**config.mk**
```make
export PLATFORM = sky130hd
export DESIGN_NAME = ser_status_top
export DESIGN_NICKNAME = d
export VERILOG_FILES = /design/src/inc/ser_pkg.sv /design/src/hdl/ser_status_top.sv /design/src/hdl/ser_group.sv
export SDC_FILE = /design/constraint.sdc
export NUM_CORES = 1
export LEC_CHECK = 0
export ABC_CLOCK_PERIOD_IN_PS = 6400
export BUFFER_PORTS_ARGS = -buffer_cell sky130_fd_sc_hd__buf_2
export CAP_MARGIN = 20
export CORE_ASPECT_RATIO = 0.9
export CORE_UTILIZATION = 40
export CTS_CLUSTER_DIAMETER = 80
export DETAILED_ROUTE_END_ITERATION = 10
export PLACE_DENSITY = 0.58
export RECOVER_POWER = 50
export SLEW_MARGIN = 20
export SYNTH_ARGS = -nofsm -noshare
export SYNTH_HDL_FRONTEND = slang
export SYNTH_SLANG_ARGS = --single-unit
```
**constraint.sdc**
```tcl
create_clock -name ref_clk -period 6.4 [get_ports ref_clk]
set_clock_uncertainty 0.05 [all_clocks]
set_input_delay 0.64 -clock ref_clk [delete_from_list [all_inputs] [get_ports ref_clk]]
set_output_delay 0.64 -clock ref_clk [all_outputs]
set_load 0.005 [all_outputs]
```
**src/inc/ser_pkg.sv**
```systemverilog
// Constants and carrier types for the status event reporting block
package ser_pkg;
    // ----------------------------------------
    // Sizes
    // ----------------------------------------
    localparam int DATA_W = 16;
    localparam int ADDR_W = 8;
    localparam int NUM_GRP = 2;
    localparam int QUEUE_DEPTH = 8;
    localparam int QIDX_W = 3;
    localparam int QCNT_W = 4;
    localparam int GRP_SEL_BIT = 5;

    // ----------------------------------------
    // Register map
    // ----------------------------------------
    localparam logic [4:0] OFS_EVENT = 5'h00;
    localparam logic [4:0] OFS_COND = 5'h04;
    localparam logic [4:0] OFS_PTR = 5'h08;
    localparam logic [4:0] OFS_NTR = 5'h0C;
    localparam logic [4:0] OFS_ENAB = 5'h10;
    localparam logic [1:0] AREA_GROUPS = 2'h0;
    localparam logic [7:0] OFS_GRP_OPER = 8'h00;
    localparam logic [7:0] OFS_GRP_QUES = 8'h20;
    localparam logic [7:0] OFS_PRESET = 8'h40;
    localparam logic [7:0] OFS_QUEUE_NEXT = 8'h44;
    localparam logic [7:0] OFS_SYS_ERROR = 8'h48;
    localparam logic [7:0] OFS_INSTR_RESET = 8'h4C;
    localparam logic [7:0] OFS_QUEUE_COUNT = 8'h50;

    // ----------------------------------------
    // Values
    // ----------------------------------------
    localparam logic [15:0] PTR_PRESET = 16'hFFFF;
    localparam logic [15:0] NTR_PRESET = 16'h0000;
    localparam logic [15:0] ENAB_PRESET = 16'h0000;
    localparam logic [15:0] FILTER_WMASK = 16'h7FFF;
    localparam logic [15:0] NO_ERROR = 16'h0000;
    localparam logic [15:0] READ_ZERO = 16'h0000;

    // ----------------------------------------
    // Carriers
    // ----------------------------------------
    typedef struct packed {
        logic [15:0] ptr;
        logic [15:0] ntr;
        logic [15:0] enab;
    } ser_filter_type;

    typedef struct packed {
        logic wr_ptr;
        logic wr_ntr;
        logic wr_enab;
        logic preset;
        logic read_event;
        logic [15:0] wdata;
    } ser_grp_req_type;

    typedef struct packed {
        logic valid;
        logic signed [15:0] code;
    } ser_err_type;
endpackage

```
**src/hdl/ser_status_top.sv**
```systemverilog
// Status event reporting top: register port, two status groups, error queue
//
// Chosen here: the address-and-strobe port and the register offsets.
`timescale 1ns/1ps
// ----------------------------------------
// Notes on behaviour
// RULE1: Instrument reset leaves all status state alone
// RULE2: Event read returns contents then clears
// RULE3: Condition read is live and side-effect free
// RULE4: Positive filter enables zero-to-one detection
// RULE5: Negative filter enables one-to-zero detection
// RULE6: Enable mask selects events for summary
// RULE7: Preset fills positive filters with ones
// RULE8: Preset clears negative filters
// RULE9: Preset clears both enable masks
// RULE10: Queue read pops the oldest entry
// RULE11: Entries hold signed error numbers
// RULE12: Empty queue reads as zero
// RULE13: System error read equals queue read
// RULE14: Event latches until read
// RULE15: Summary is OR of masked events
// ----------------------------------------
module ser_status_top (
    input wire logic ref_clk, // System clock, 25 MHz
    input wire logic rst, // Synchronous reset, high
    input wire logic [7:0] reg_addr, // Register byte address
    input wire logic [15:0] reg_wdata, // Write data
    input wire logic reg_wr, // Write strobe
    input wire logic reg_rd, // Read strobe
    output logic [15:0] reg_rdata, // Read data, cycle after strobe
    input wire logic [15:0] oper_cond_pin, // Operation condition pins
    input wire logic [15:0] ques_cond_pin, // Questionable condition pins
    input wire ser_pkg::ser_err_type err_in, // Error report from local logic
    output logic oper_summary, // Operation summary bit
    output logic ques_summary, // Questionable summary bit
    output logic queue_nonempty // Error queue holds entries
);
    // ----------------------------------------
    // Condition synchronisers
    // ----------------------------------------
    logic [15:0] cond_meta_reg [ser_pkg::NUM_GRP];
    logic [15:0] cond_sync_reg [ser_pkg::NUM_GRP];
    logic [15:0] cond_pin [ser_pkg::NUM_GRP];

    assign cond_pin[0] = oper_cond_pin;
    assign cond_pin[1] = ques_cond_pin;

    // ----------------------------------------
    // Address decode
    // ----------------------------------------
    logic in_groups;
    logic [4:0] sub_ofs;
    logic rd_queue;
    logic do_preset;
    logic instr_reset;
    ser_pkg::ser_grp_req_type grp_req [ser_pkg::NUM_GRP];
    logic [15:0] grp_cond [ser_pkg::NUM_GRP];
    ser_pkg::ser_filter_type grp_filt [ser_pkg::NUM_GRP];
    logic [15:0] grp_event [ser_pkg::NUM_GRP];
    logic grp_summary [ser_pkg::NUM_GRP];

    assign in_groups = reg_addr[7:6] == ser_pkg::AREA_GROUPS;
    assign sub_ofs = reg_addr[4:0];
    assign do_preset = reg_wr && reg_addr == ser_pkg::OFS_PRESET;
    // Both query paths share one pop strobe
    assign rd_queue = reg_rd && (reg_addr == ser_pkg::OFS_QUEUE_NEXT
        || reg_addr == ser_pkg::OFS_SYS_ERROR); // RULE13
    // Accepted and ignored: status state is outside the instrument reset
    assign instr_reset = reg_wr && reg_addr == ser_pkg::OFS_INSTR_RESET; // RULE1

    genvar g;
    generate
        for (g = 0; g < ser_pkg::NUM_GRP; g++) begin : gen_grp
            logic sel;
            assign sel = in_groups && reg_addr[ser_pkg::GRP_SEL_BIT] == 1'(g);

            always_ff @(posedge ref_clk) begin
                if (rst) begin
                    cond_meta_reg[g] <= 16'h0000;
                    cond_sync_reg[g] <= 16'h0000;
                end else begin
                    cond_meta_reg[g] <= cond_pin[g];
                    cond_sync_reg[g] <= cond_meta_reg[g];
                end
            end

            always_comb begin
                grp_req[g].wr_ptr = reg_wr && sel && sub_ofs == ser_pkg::OFS_PTR;
                grp_req[g].wr_ntr = reg_wr && sel && sub_ofs == ser_pkg::OFS_NTR;
                grp_req[g].wr_enab = reg_wr && sel && sub_ofs == ser_pkg::OFS_ENAB;
                grp_req[g].preset = do_preset;
                grp_req[g].read_event = reg_rd && sel && sub_ofs == ser_pkg::OFS_EVENT; // RULE2
                grp_req[g].wdata = reg_wdata;
            end

            ser_group u_group (
                .ref_clk(ref_clk),
                .rst(rst),
                .cond_s(cond_sync_reg[g]),
                .req(grp_req[g]),
                .cond_reg(grp_cond[g]),
                .filt_reg(grp_filt[g]),
                .event_reg(grp_event[g]),
                .summary_reg(grp_summary[g])
            );
        end
    endgenerate

    assign oper_summary = grp_summary[0];
    assign ques_summary = grp_summary[1];

    // ----------------------------------------
    // Error queue
    // ----------------------------------------
    // A report into a full queue is dropped unless a pop frees a slot in the same cycle, so older entries stay intact
    logic signed [15:0] queue_mem_reg [ser_pkg::QUEUE_DEPTH];
    logic [2:0] head_reg;
    logic [2:0] tail_reg;
    logic [3:0] count_reg;
    logic [3:0] count_next;
    logic do_pop;
    logic do_push;

    assign do_pop = rd_queue && count_reg != 4'h0; // RULE10 RULE12
    assign do_push = err_in.valid && (count_reg != 4'(ser_pkg::QUEUE_DEPTH) || do_pop);

    always_comb begin
        count_next = count_reg;
        if (do_push && !do_pop) begin
            count_next = 4'(count_reg + 4'h1);
        end else if (do_pop && !do_push) begin
            count_next = 4'(count_reg - 4'h1); // RULE10
        end
    end

    always_ff @(posedge ref_clk) begin
        if (rst) begin
            head_reg <= 3'h0;
            tail_reg <= 3'h0;
            count_reg <= 4'h0;
        end else begin
            if (do_pop) begin
                head_reg <= 3'(head_reg + 3'h1); // RULE10
            end
            if (do_push) begin
                tail_reg <= 3'(tail_reg + 3'h1);
            end
            count_reg <= count_next;
        end
    end

    always_ff @(posedge ref_clk) begin
        if (do_push) begin
            queue_mem_reg[tail_reg] <= err_in.code; // RULE11
        end
    end

    always_ff @(posedge ref_clk) begin
        if (rst) begin
            queue_nonempty <= 1'b0;
        end else begin
            queue_nonempty <= count_next != 4'h0;
        end
    end

    // ----------------------------------------
    // Read data
    // ----------------------------------------
    logic [15:0] rd_mux;
    logic [15:0] grp_rd [ser_pkg::NUM_GRP];

    always_comb begin
        for (int i = 0; i < ser_pkg::NUM_GRP; i++) begin
            unique case (sub_ofs)
                ser_pkg::OFS_EVENT: grp_rd[i] = grp_event[i]; // RULE2
                ser_pkg::OFS_COND: grp_rd[i] = grp_cond[i]; // RULE3
                ser_pkg::OFS_PTR: grp_rd[i] = grp_filt[i].ptr;
                ser_pkg::OFS_NTR: grp_rd[i] = grp_filt[i].ntr;
                ser_pkg::OFS_ENAB: grp_rd[i] = grp_filt[i].enab;
                default: grp_rd[i] = ser_pkg::READ_ZERO;
            endcase
        end
    end

    always_comb begin
        rd_mux = ser_pkg::READ_ZERO;
        if (in_groups) begin
            rd_mux = grp_rd[reg_addr[ser_pkg::GRP_SEL_BIT]];
        end else if (rd_queue) begin
            rd_mux = (count_reg == 4'h0) ? ser_pkg::NO_ERROR : queue_mem_reg[head_reg]; // RULE12 RULE13
        end else if (reg_addr == ser_pkg::OFS_QUEUE_COUNT) begin
            rd_mux = {12'h000, count_reg};
        end
    end

    always_ff @(posedge ref_clk) begin
        if (rst) begin
            reg_rdata <= 16'h0000;
        end else if (reg_rd) begin
            reg_rdata <= rd_mux;
        end else begin
            reg_rdata <= 16'h0000;
        end
    end

    logic cond_rd;
    logic evt_rd;
    logic count_rd;
    logic queue_full;
    logic addr_known;
    assign cond_rd = reg_rd && in_groups && sub_ofs == ser_pkg::OFS_COND;
    assign evt_rd = reg_rd && in_groups && sub_ofs == ser_pkg::OFS_EVENT;
    assign count_rd = reg_rd && reg_addr == ser_pkg::OFS_QUEUE_COUNT;
    assign queue_full = count_reg == 4'(ser_pkg::QUEUE_DEPTH);

    // Offsets that answer a read; the rest must read as zero
    always_comb begin
        addr_known = 1'b0;
        if (in_groups) begin
            addr_known = sub_ofs == ser_pkg::OFS_EVENT || sub_ofs == ser_pkg::OFS_COND
                || sub_ofs == ser_pkg::OFS_PTR || sub_ofs == ser_pkg::OFS_NTR || sub_ofs == ser_pkg::OFS_ENAB;
        end else begin
            addr_known = reg_addr == ser_pkg::OFS_QUEUE_NEXT || reg_addr == ser_pkg::OFS_SYS_ERROR
                || reg_addr == ser_pkg::OFS_QUEUE_COUNT;
        end
    end
endmodule

```
**src/hdl/ser_group.sv**
```systemverilog
// One status group: condition, transition filters, event latch, enable mask, summary
`timescale 1ns/1ps
module ser_group (
    input wire logic ref_clk, // System clock
    input wire logic rst, // Synchronous reset, high
    input wire logic [15:0] cond_s, // Synchronised live condition
    input wire ser_pkg::ser_grp_req_type req, // Decoded register request
    output logic [15:0] cond_reg, // Condition register
    output ser_pkg::ser_filter_type filt_reg, // Filters and enable mask
    output logic [15:0] event_reg, // Latched events
    output logic summary_reg // Summary bit for the status byte
);
    logic [15:0] hit;
    logic [15:0] event_next;

    // ----------------------------------------
    // Transition detection
    // ----------------------------------------
    always_comb begin
        hit = (cond_s & ~cond_reg & filt_reg.ptr) | (~cond_s & cond_reg & filt_reg.ntr); // RULE4 RULE5
        // A new event in the clearing cycle survives the read
        event_next = (req.read_event ? 16'h0000 : event_reg) | hit; // RULE2 RULE14
    end

    always_ff @(posedge ref_clk) begin
        if (rst) begin
            cond_reg <= 16'h0000;
        end else begin
            cond_reg <= cond_s;
        end
    end

    always_ff @(posedge ref_clk) begin
        if (rst) begin
            event_reg <= 16'h0000;
        end else begin
            event_reg <= event_next; // RULE14
        end
    end

    // ----------------------------------------
    // Filters and mask
    // ----------------------------------------
    always_ff @(posedge ref_clk) begin
        if (rst) begin
            filt_reg.ptr <= ser_pkg::PTR_PRESET;
            filt_reg.ntr <= ser_pkg::NTR_PRESET;
            filt_reg.enab <= ser_pkg::ENAB_PRESET;
        end else if (req.preset) begin
            filt_reg.ptr <= ser_pkg::PTR_PRESET; // RULE7
            filt_reg.ntr <= ser_pkg::NTR_PRESET; // RULE8
            filt_reg.enab <= ser_pkg::ENAB_PRESET; // RULE9
        end else begin
            if (req.wr_ptr) begin
                filt_reg.ptr <= req.wdata & ser_pkg::FILTER_WMASK; // RULE4
            end
            if (req.wr_ntr) begin
                filt_reg.ntr <= req.wdata & ser_pkg::FILTER_WMASK; // RULE5
            end
            if (req.wr_enab) begin
                filt_reg.enab <= req.wdata & ser_pkg::FILTER_WMASK; // RULE6
            end
        end
    end

    always_ff @(posedge ref_clk) begin
        if (rst) begin
            summary_reg <= 1'b0;
        end else begin
            summary_reg <= |(event_reg & filt_reg.enab); // RULE15
        end
    end
endmodule

```
==> results_dict.tcl, run 1 <==
set metrics [dict create \
    status "complete, but fails checks" \
    violations "max-capacitance violations, max-slew violations" \
    grt_util_all_layers 0.201 \
    cts_max_level 2 \
    place_hpwl_mm 23.6 \
    tightest_slew_ps 2710 \
    rows 66 \
    r2r_end "queue_mem_reg[4][2]" \
    critPathMaxFanout 57 \
    power.density_nw_per_um2 304 \
    syn2layout_area_growth_pct 14.4 \
    cp.required_ps 6800 \
    peakVddDrop_uv 153 \
    synth.distinct_cells 57 \
    gp_congestion 0.795 \
    insertion_delay_ps 550 \
    wl_per_cell_um 20.1 \
    crit_arrival_ps 4350 \
    largest_reg_flops 128 \
    final_net_count 1446 \
    r2r_slack_ps 3600 \
    finalPower_mw 5.16 \
    antenna_found_initial 1 \
    ys_seq_area_frac 0.599 \
    drc 0 \
    synth_cells 1297 \
    p_leak_nw 6.16 \
    hp-class "input pin to register" \
    overflow 0 \
    drtAntennaViolNets 0 \
    endpoint_kind "register" \
    vias 9967 \
    die-area_sq_um 37900 \
    cts_tree "done" \
    syn_nets 1378 \
    drt_iter0_drc 671 \
    ys_warn_count 0 \
    slew_headroom -0.805 \
    clk_path_buf_depth 3 \
    max_freq_ghz 0.253 \
    cts_root_buffer "clkbuf_16" \
    slew_violations 91 \
    yosys_most_used_dff "dfxtp_1" \
    drv_cap 2 \
    place.port_buffers 94 \
    place_inst 1798 \
    ios 96 \
    synth-edff-count 128 \
    layout-drive-gt1-share 0.151 \
    routed_wl_mm 37.6 \
    hold_start "oper_cond_pin[13]" \
    post-route-period-util 0.618 \
    finalHoldViolCount 0 \
    cts_made_buffers 41 \
    clk_pin_slew_ps 60 \
    cts_setup_buffers 0 \
    cts_hold_buf 0 \
    nFillCells 3334 \
    final_critical_path_setup_slack_ps 2450 \
    cts_resized 0 \
    finalSetupViolations 0 \
    finalSetupTns_ps 0 \
    hold_path_end "cond_meta_reg[0][13]" \
    dp_slack_ps 2870 \
    start_kind "input pin" \
    min_period_ps 3950 \
    grt_start_max_net_pins 61 \
    crit_type "input pin to register" \
    dr.pass1.iters 7 \
    crit_path_start "rst" \
    syn_area_sq_um 14800 \
    viasPerCell 5.32 \
    reg2reg_from "count_reg[0]" \
    multi_input_area_sq_um 5620 \
    grt_pass1_vias 9433 \
    fin_util 0.467 \
    ys_ff_latch 380 \
    r2r_cells 7 \
    fp.coreArea_sq_um 36300 \
    start_util 0.408 \
    hold_depth 2 \
    final_cells 1874 \
    syn_area_per_cell_sq_um 11.4 \
    die_h_um 185 \
    die_width_um 205 \
    rsz0062_at_grt "no" \
    regArea_sq_um 8890 \
    async_reset_ff_frac 0 \
    grt_pass1_wl_mm 57.1 \
    clock_sinks 380 \
]
## report_power, final
group / total (mW) / switching, mW / internal, mW / leakage [nW]
registers: 2.60 / 0.0395 / 2.56 / 3.22
clock network: 2.29 / 0.941 / 1.35 / 0.651
logic: 0.271 / 0.166 / 0.105 / 2.29
total: 5.16 / 1.15 / 4.02 / 6.16
## cells by family (layout without fill, tap and decap cells)
logic type / after synthesis / in the layout / share of synthesized area
buffers and inverters: 86 / 186 / 0.0271
AND/OR/NAND/NOR: 486 / 486 / 0.160
multiplexers: 109 / 109 / 0.101
other: 0 / 1 / 0
adder cells (fa/ha/maj): 4 / 4 / 0.00337
XOR/XNOR: 7 / 7 / 0.00413
flip-flops: 380 / 380 / 0.599
AO/OA/AOI/OAI: 225 / 225 / 0.105
## cell usage in the layout, fill, tap and decap left out, drive strengths merged, types with 66 or more instances in the layout
master  Yosys  final
a21oi      84     84
edfxtp    128    128
buf        38     78
nor2b     103    103
nand2     195    195
dfxtp     252    252
nor2       90     90
mux2i      66     66
clkbuf     42     85
## synthesized netlist by cell type (all sizes together) (3+ instances only)
cell type,n,share of area
mux2i,66,0.045
nand2b,4,0.0017
a221o,17,0.011
a22o,4,0.0024
edfxtp,128,0.26
nor3,8,0.0035
nand4,3,0.0013
inv,6,0.0015
xor2,3,0.0018
o2111ai,15,0.013
mux2,11,0.0083
clkbuf,42,0.011
nand3b,28,0.014
nor3b,3,0.0022
a22oi,21,0.011
nor4,3,0.0017
nor2,90,0.023
a31oi,4,0.0017
mux4,32,0.049
buf,38,0.015
o21ai,34,0.011
and2,4,0.0017
o211ai,16,0.0081
a21oi,84,0.028
a221oi,5,0.0030
o2bb2ai,16,0.0094
dfxtp,252,0.34
nor2b,103,0.043
xnor2,4,0.0024
and3,4,0.0017
ha,4,0.0034
nand3,34,0.012
nand2,195,0.049
## worst max-delay path by stage
| stage | to | slack [ps] | depth (start not counted) |
|---|---|---|---|
| after floorplan | queue_mem_reg[0][0] | 2830 | 6 |
| after global placement | gen_grp[1].u_group.event_reg[15] | 2910 | 6 |
| after detailed placement | queue_mem_reg[4][5] | 2870 | 6 |
| after CTS | gen_grp[1].u_group.event_reg[8] | 3430 | 6 |
| after global routing | gen_grp[1].u_group.filt_reg[44] | 2050 | 5 |
| final | gen_grp[1].u_group.filt_reg[46] | 2450 | 5 |
## metal layers
layer | vias up | routed length [um] | global-route usage
met3 | 58 | 2420 | 0.0325
met2 | 303 | 16700 | 0.307
met4 | 0 | 704 | 0.0471
met5 | - | 0 | 0
met1 | 4815 | 17800 | 0.296
li1 | 4791 | - | -
## stage by stage
stage,hold slack [ps],cell area [sq um]
2_1_floorplan,364,14800
3_3_place_gp,369,15700
3_5_place_dp,370,15700
4_1_cts,230,17000
5_1_grt,242,17000
6_report,247,17000
## layout make-up
| cell class | count | area share |
|---|---|---|
| sequential | 380 | 0.524 |
| antenna | 1 | 0.000147 |
| clock inverter | 17 | 0.00929 |
| inverter | 6 | 0.00133 |
| tap | 476 | 0.0351 |
| clock buffer | 58 | 0.0685 |
| multi-input combinational | 831 | 0.331 |
| timing repair buffer | 105 | 0.0305 |
## critical path, cell delays in order
cell	delay, ps
clkbuf_1	1880
buf_4	690
a31oi_2	50
clkbuf_1	780
nand3_1	280
(Power assumes the default switching activity.)
==> run 2, diff against run 1 <==
ABC_CLOCK_PERIOD_IN_PS = 3700   (was 6400)
clock period = 3.7 ns   (was 6.4 ns; I/O delays follow)
==> run 2 against run 1 <==
Effect of this change: the run still ends with max-capacitance violations, max-slew violations left; cell count increased by 2.0%; die area unchanged; cell area increased by 2.4%; clock power rose by 87%; critical endpoint is now gen_grp[1].u_group.summary_reg; highest routed layer unchanged.
==> results_dict.tcl, run 2 (synthesis results as in run 1) <==
set metrics [dict create \
    crit_type "input pin to register" \
    rows 66 \
    cts_tree "done" \
    crit_path_start "rst" \
    cts_setup_buffers 0 \
    final_common_cell "dfxtp_1" \
    finalSetupTns_ps 0 \
    fin_util 0.478 \
    ios 96 \
    fin_area_sq_um 17400 \
    start_util 0.408 \
    grt_util_all_layers 0.198 \
    dp_slack_ps 901 \
    die-area_sq_um 37900 \
    dr.pass1.iters 5 \
    place.port_buffers 94 \
    largest_reg_flops 128 \
    critPathCapture "gen_grp[1].u_group.summary_reg" \
    r2r_cells 8 \
    clock_sinks 380 \
    drc 0 \
    violations "max-capacitance violations, max-slew violations" \
    die_width_um 205 \
    slew_violations 34 \
    slew_headroom -0.0836 \
    gp_congestion 0.776 \
    final_net_count 1482 \
    hp-class "input pin to register" \
    final_critical_path_setup_slack_ps 1050 \
    cts_root_buffer "clkbuf_16" \
    min_period_ps 2650 \
    nFillCells 3322 \
    dpl_cell_area_sq_um 15800 \
    grt_pass1_vias 9575 \
    r2r_end "queue_mem_reg[7][9]" \
    vias 10100 \
    fp.coreArea_sq_um 36300 \
    post-route-period-util 0.715 \
    overflow 0 \
    grt_pass1_wl_mm 56.7 \
    status "complete, but fails checks" \
    cts_max_level 2 \
    die_h_um 185 \
    routed_wl_mm 37.6 \
    syn2layout_area_growth_pct 17.1 \
    drv_cap 1 \
    cts_hold_buf 17 \
    endpoint_kind "register" \
    wl_per_cell_um 19.7 \
    finalSetupViolations 0 \
    place_hpwl_mm 24.4 \
    grt_start_max_net_pins 63 \
    critPathMaxFanout 62 \
    r2r_slack_ps 1400 \
    crit_arrival_ps 2920 \
    drt_iter0_drc 771 \
    insertion_delay_ps 530 \
    drtAntennaViolNets 0 \
    max_freq_ghz 0.378 \
    clk_path_buf_depth 3 \
    peakVddDrop_uv 317 \
    rsz0062_at_grt "no" \
    cts_resized 0 \
    clk_pin_slew_ps 60 \
    cts_made_buffers 41 \
    p_leak_nw 6.39 \
    power.density_nw_per_um2 532 \
    start_kind "input pin" \
    reg2reg_from "count_reg[0]" \
    layout-drive-gt1-share 0.164 \
    antenna_found_initial 1 \
    finalHoldViolCount 0 \
    viasPerCell 5.30 \
    cp.required_ps 3970 \
    tightest_slew_ps 1630 \
    mostFrequentLayoutCells "251 x dfxtp_1, 195 x nand2_1, 128 x edfxtp_1" \
]
run 2: cell types whose count changed in the layout (fill, tap and decap cells not counted), moves of 2 or more:
cell	before	now
buf_4	10	27
dlygate4sd3_1	0	17
clkinv_1	6	0
clkbuf_8	5	9
nor3_2	0	4
nor3_4	5	1
bufinv_16	2	5
buf_2	68	66
run 2: layout make-up:
type,instances,area (sq um),share of cell area
clock inverters,14,225,0.0130
clock buffers,62,1220,0.0702
inverters,6,22.5,0.00130
multi-input cells,831,5590,0.321
well taps,476,596,0.0343
repair buffers,141,838,0.0482
diodes,1,2.50,0.000144
flip-flops and latches,380,8890,0.511
run 2: power by group:
part	switching, mW	leakage [nW]	total, mW	internal (mW)
registers	0.0671	3.22	4.49	4.42
logic	0.286	2.46	0.483	0.198
clock network	1.63	0.714	4.28	2.64
total	1.99	6.39	9.25	7.26
run 2: metrics by stage:
stage	total power, mW	hold WS, ps	cells
3_3_place_gp	5.04	370	1817
4_1_cts	9.34	2.91	1910
2_1_floorplan	4.85	364	1297
6_report	9.25	12.4	1911
3_5_place_dp	5.05	374	1817
5_1_grt	9.57	7.32	1910
run 2: worst max-delay path, cell delays in order:
cell and delay, ps:
clkbuf_1 1150, clkbuf_2 1200, a31oi_1 150
run 2: worst min-delay path by stage:
stage | from | end | slack, ps | cells past startpoint
finish | oper_cond_pin[0] | cond_meta_reg[0][0] | 10 | 2
global route | ques_cond_pin[1] | cond_meta_reg[1][1] | 7 | 2
CTS | ques_cond_pin[12] | cond_meta_reg[1][12] | 3 | 2
detailed placement | cond_meta_reg[0][2] | cond_sync_reg[0][2] | 370 | 1
global placement | cond_meta_reg[0][11] | cond_sync_reg[0][11] | 370 | 1
floorplan | cond_meta_reg[0][0] | cond_sync_reg[0][0] | 360 | 1
run 2: per-layer routing:
metal  GRT usage  vias to the layer above  part of all wire
met3      0.0320                       51             0.056
met5           0                        -                 0
met2       0.304                      287              0.44
li1            -                     4874                 -
met1       0.289                     4909              0.48
met4      0.0501                        0             0.019
==> run 3, diff against run 2 <==
ABC_CLOCK_PERIOD_IN_PS = 2720   (was 3700)
clock period = 2.72 ns   (was 3.7 ns; I/O delays follow)
==> run 3 against run 2 <==
Effect of this change: the run still ends with max-capacitance violations, max-slew violations left; flip-flop and latch count unchanged; via count is 1.9% higher; clock-buffer cell count is 5 lower; cell area rose by 3.2%; cell count up 3.1%; largest cell class unchanged.
==> results_dict.tcl, run 3 (synthesis results as in run 1) <==
set metrics [dict create \
    routed_wl_mm 38.1 \
    cts_made_buffers 41 \
    drc 0 \
    clk_path_buf_depth 3 \
    peakVddDrop_uv 337 \
    rsz0062_at_grt "no" \
    crit_path_max_incr_delay_ps 510 \
    drv_cap 1 \
    insertion_delay_ps 550 \
    hold_start "reg_wdata[12]" \
    wl_per_cell_um 19.3 \
    drt_iter0_drc 680 \
    fin_util 0.494 \
    start_kind "register" \
    finalSetupViolations 0 \
    multi_input_area_sq_um 5590 \
    vias 10300 \
    grt_start_max_net_pins 112 \
    violations "max-capacitance violations, max-slew violations" \
    p_leak_nw 6.65 \
    clk_pin_slew_ps 60 \
    start_util 0.408 \
    die-area_sq_um 37900 \
    slew_headroom -0.474 \
    ios 96 \
    grt_pass1_wl_mm 57.8 \
    reg2reg_from "count_reg[0]" \
    finalHoldViolCount 0 \
    slew_violations 112 \
    syn2layout_area_growth_pct 20.9 \
    crit_type "register to register" \
    final_common_cell "dfxtp_1" \
    mostFrequentLayoutCells "251 x dfxtp_1, 195 x nand2_1, 128 x edfxtp_1" \
    nFillCells 3308 \
    regArea_sq_um 8890 \
    power.density_nw_per_um2 696 \
    crit_arrival_ps 2630 \
    fp.coreArea_sq_um 36300 \
    place_hpwl_mm 24.7 \
    cp.required_ps 2930 \
    endpoint_kind "register" \
    gp_congestion 0.815 \
    drtAntennaViolNets 0 \
    place.port_buffers 94 \
    overflow 0 \
    antenna_found_initial 3 \
    cts_setup_buffers 0 \
    die_width_um 205 \
    hold_path_end "gen_grp[0].u_group.filt_reg[12]" \
    dr.pass1.iters 4 \
    dp_slack_ps 257 \
    slowest_stage "nor4_4" \
    fin_area_sq_um 17900 \
    finalPower_mw 12.5 \
    grt_util_all_layers 0.203 \
    layout-drive-gt1-share 0.167 \
    cts_root_buffer "clkbuf_16" \
    hp-class "input pin to register" \
    post-route-period-util 0.889 \
    grt_pass1_vias 9802 \
    cts_max_level 2 \
    dpl_cell_area_sq_um 16000 \
    r2r_slack_ps 300 \
    r2r_end "queue_mem_reg[0][13]" \
    status "complete, but fails checks" \
    cp_top_family "simple AND/OR/NAND/NOR gates" \
    viasPerCell 5.23 \
    whs_ps 31.5 \
    r2r_cells 7 \
    clock_sinks 380 \
    cts_resized 0 \
    worst-path-buf-inv 2 \
    cts_tree "done" \
    final_critical_path_setup_slack_ps 302 \
    rows 66 \
    cts_hold_buf 59 \
    tightest_slew_ps 2210 \
    hold_depth 3 \
    min_period_ps 2420 \
    final_net_count 1541 \
    max_freq_ghz 0.414 \
    critPathMaxFanout 11 \
    cp_cell_sequence "inv_1 > ha_1 > nor2b_1 > nand2_1 > o21ai_1 > nor4_4 > buf_12" \
    die_h_um 185 \
    largest_reg_flops 128 \
]
-- run 3: cell count changes in the layout (fill, tap and decap cells not counted), sizes merged, moves of 4 or more --
| cell | before | now |
|---|---|---|
| buf | 94 | 115 |
| clkbuf | 92 | 83 |
| clkinv | 7 | 11 |
| dlygate4sd3 | 17 | 59 |
-- run 3: worst max-delay path by stage --
stage,from,to,depth (start not counted)
2_1_floorplan,reg_addr[5],queue_mem_reg[2][0],6
3_3_place_gp,count_reg[0],queue_mem_reg[0][5],7
6_report,count_reg[0],queue_mem_reg[0][13],7
3_5_place_dp,count_reg[0],queue_mem_reg[0][5],7
5_1_grt,count_reg[0],count_reg[1],8
4_1_cts,count_reg[0],queue_mem_reg[0][11],7
-- run 3: per-layer routing --
metal / global-route usage / vias to the layer above / routed length, um
met5: 0 / - / 8
met4: 0.0667 / 2 / 892
met3: 0.0380 / 63 / 2400
met2: 0.301 / 313 / 16600
met1: 0.295 / 4960 / 18100
li1: - / 4976 / -
-- run 3: metrics by stage --
step,cells,TNS [ps]
finish,1971,0
global route,1970,0
CTS,1969,0
detailed placement,1834,0
global placement,1834,0
floorplan,1297,-3960
-- run 3: layout make-up --
type,instances,area share
Clock buffer,57,0.0645
Clock inverter,19,0.0130
Antenna cell,2,0.000279
Tap cell,476,0.0332
Sequential cell,380,0.496
Multi-Input combinational cell,831,0.312
Timing Repair Buffer,200,0.0804
Inverter,6,0.00126
-- run 3: worst min-delay path: stages --
cell	delay, ps
buf_2	170
nand2_1	80
a21oi_1	50
-- run 3: power by group --
group | internal (mW) | switching (mW) | total [mW]
logic | 0.322 | 0.396 | 0.718
clock network | 3.39 | 2.26 | 5.65
registers | 6.02 | 0.0907 | 6.11
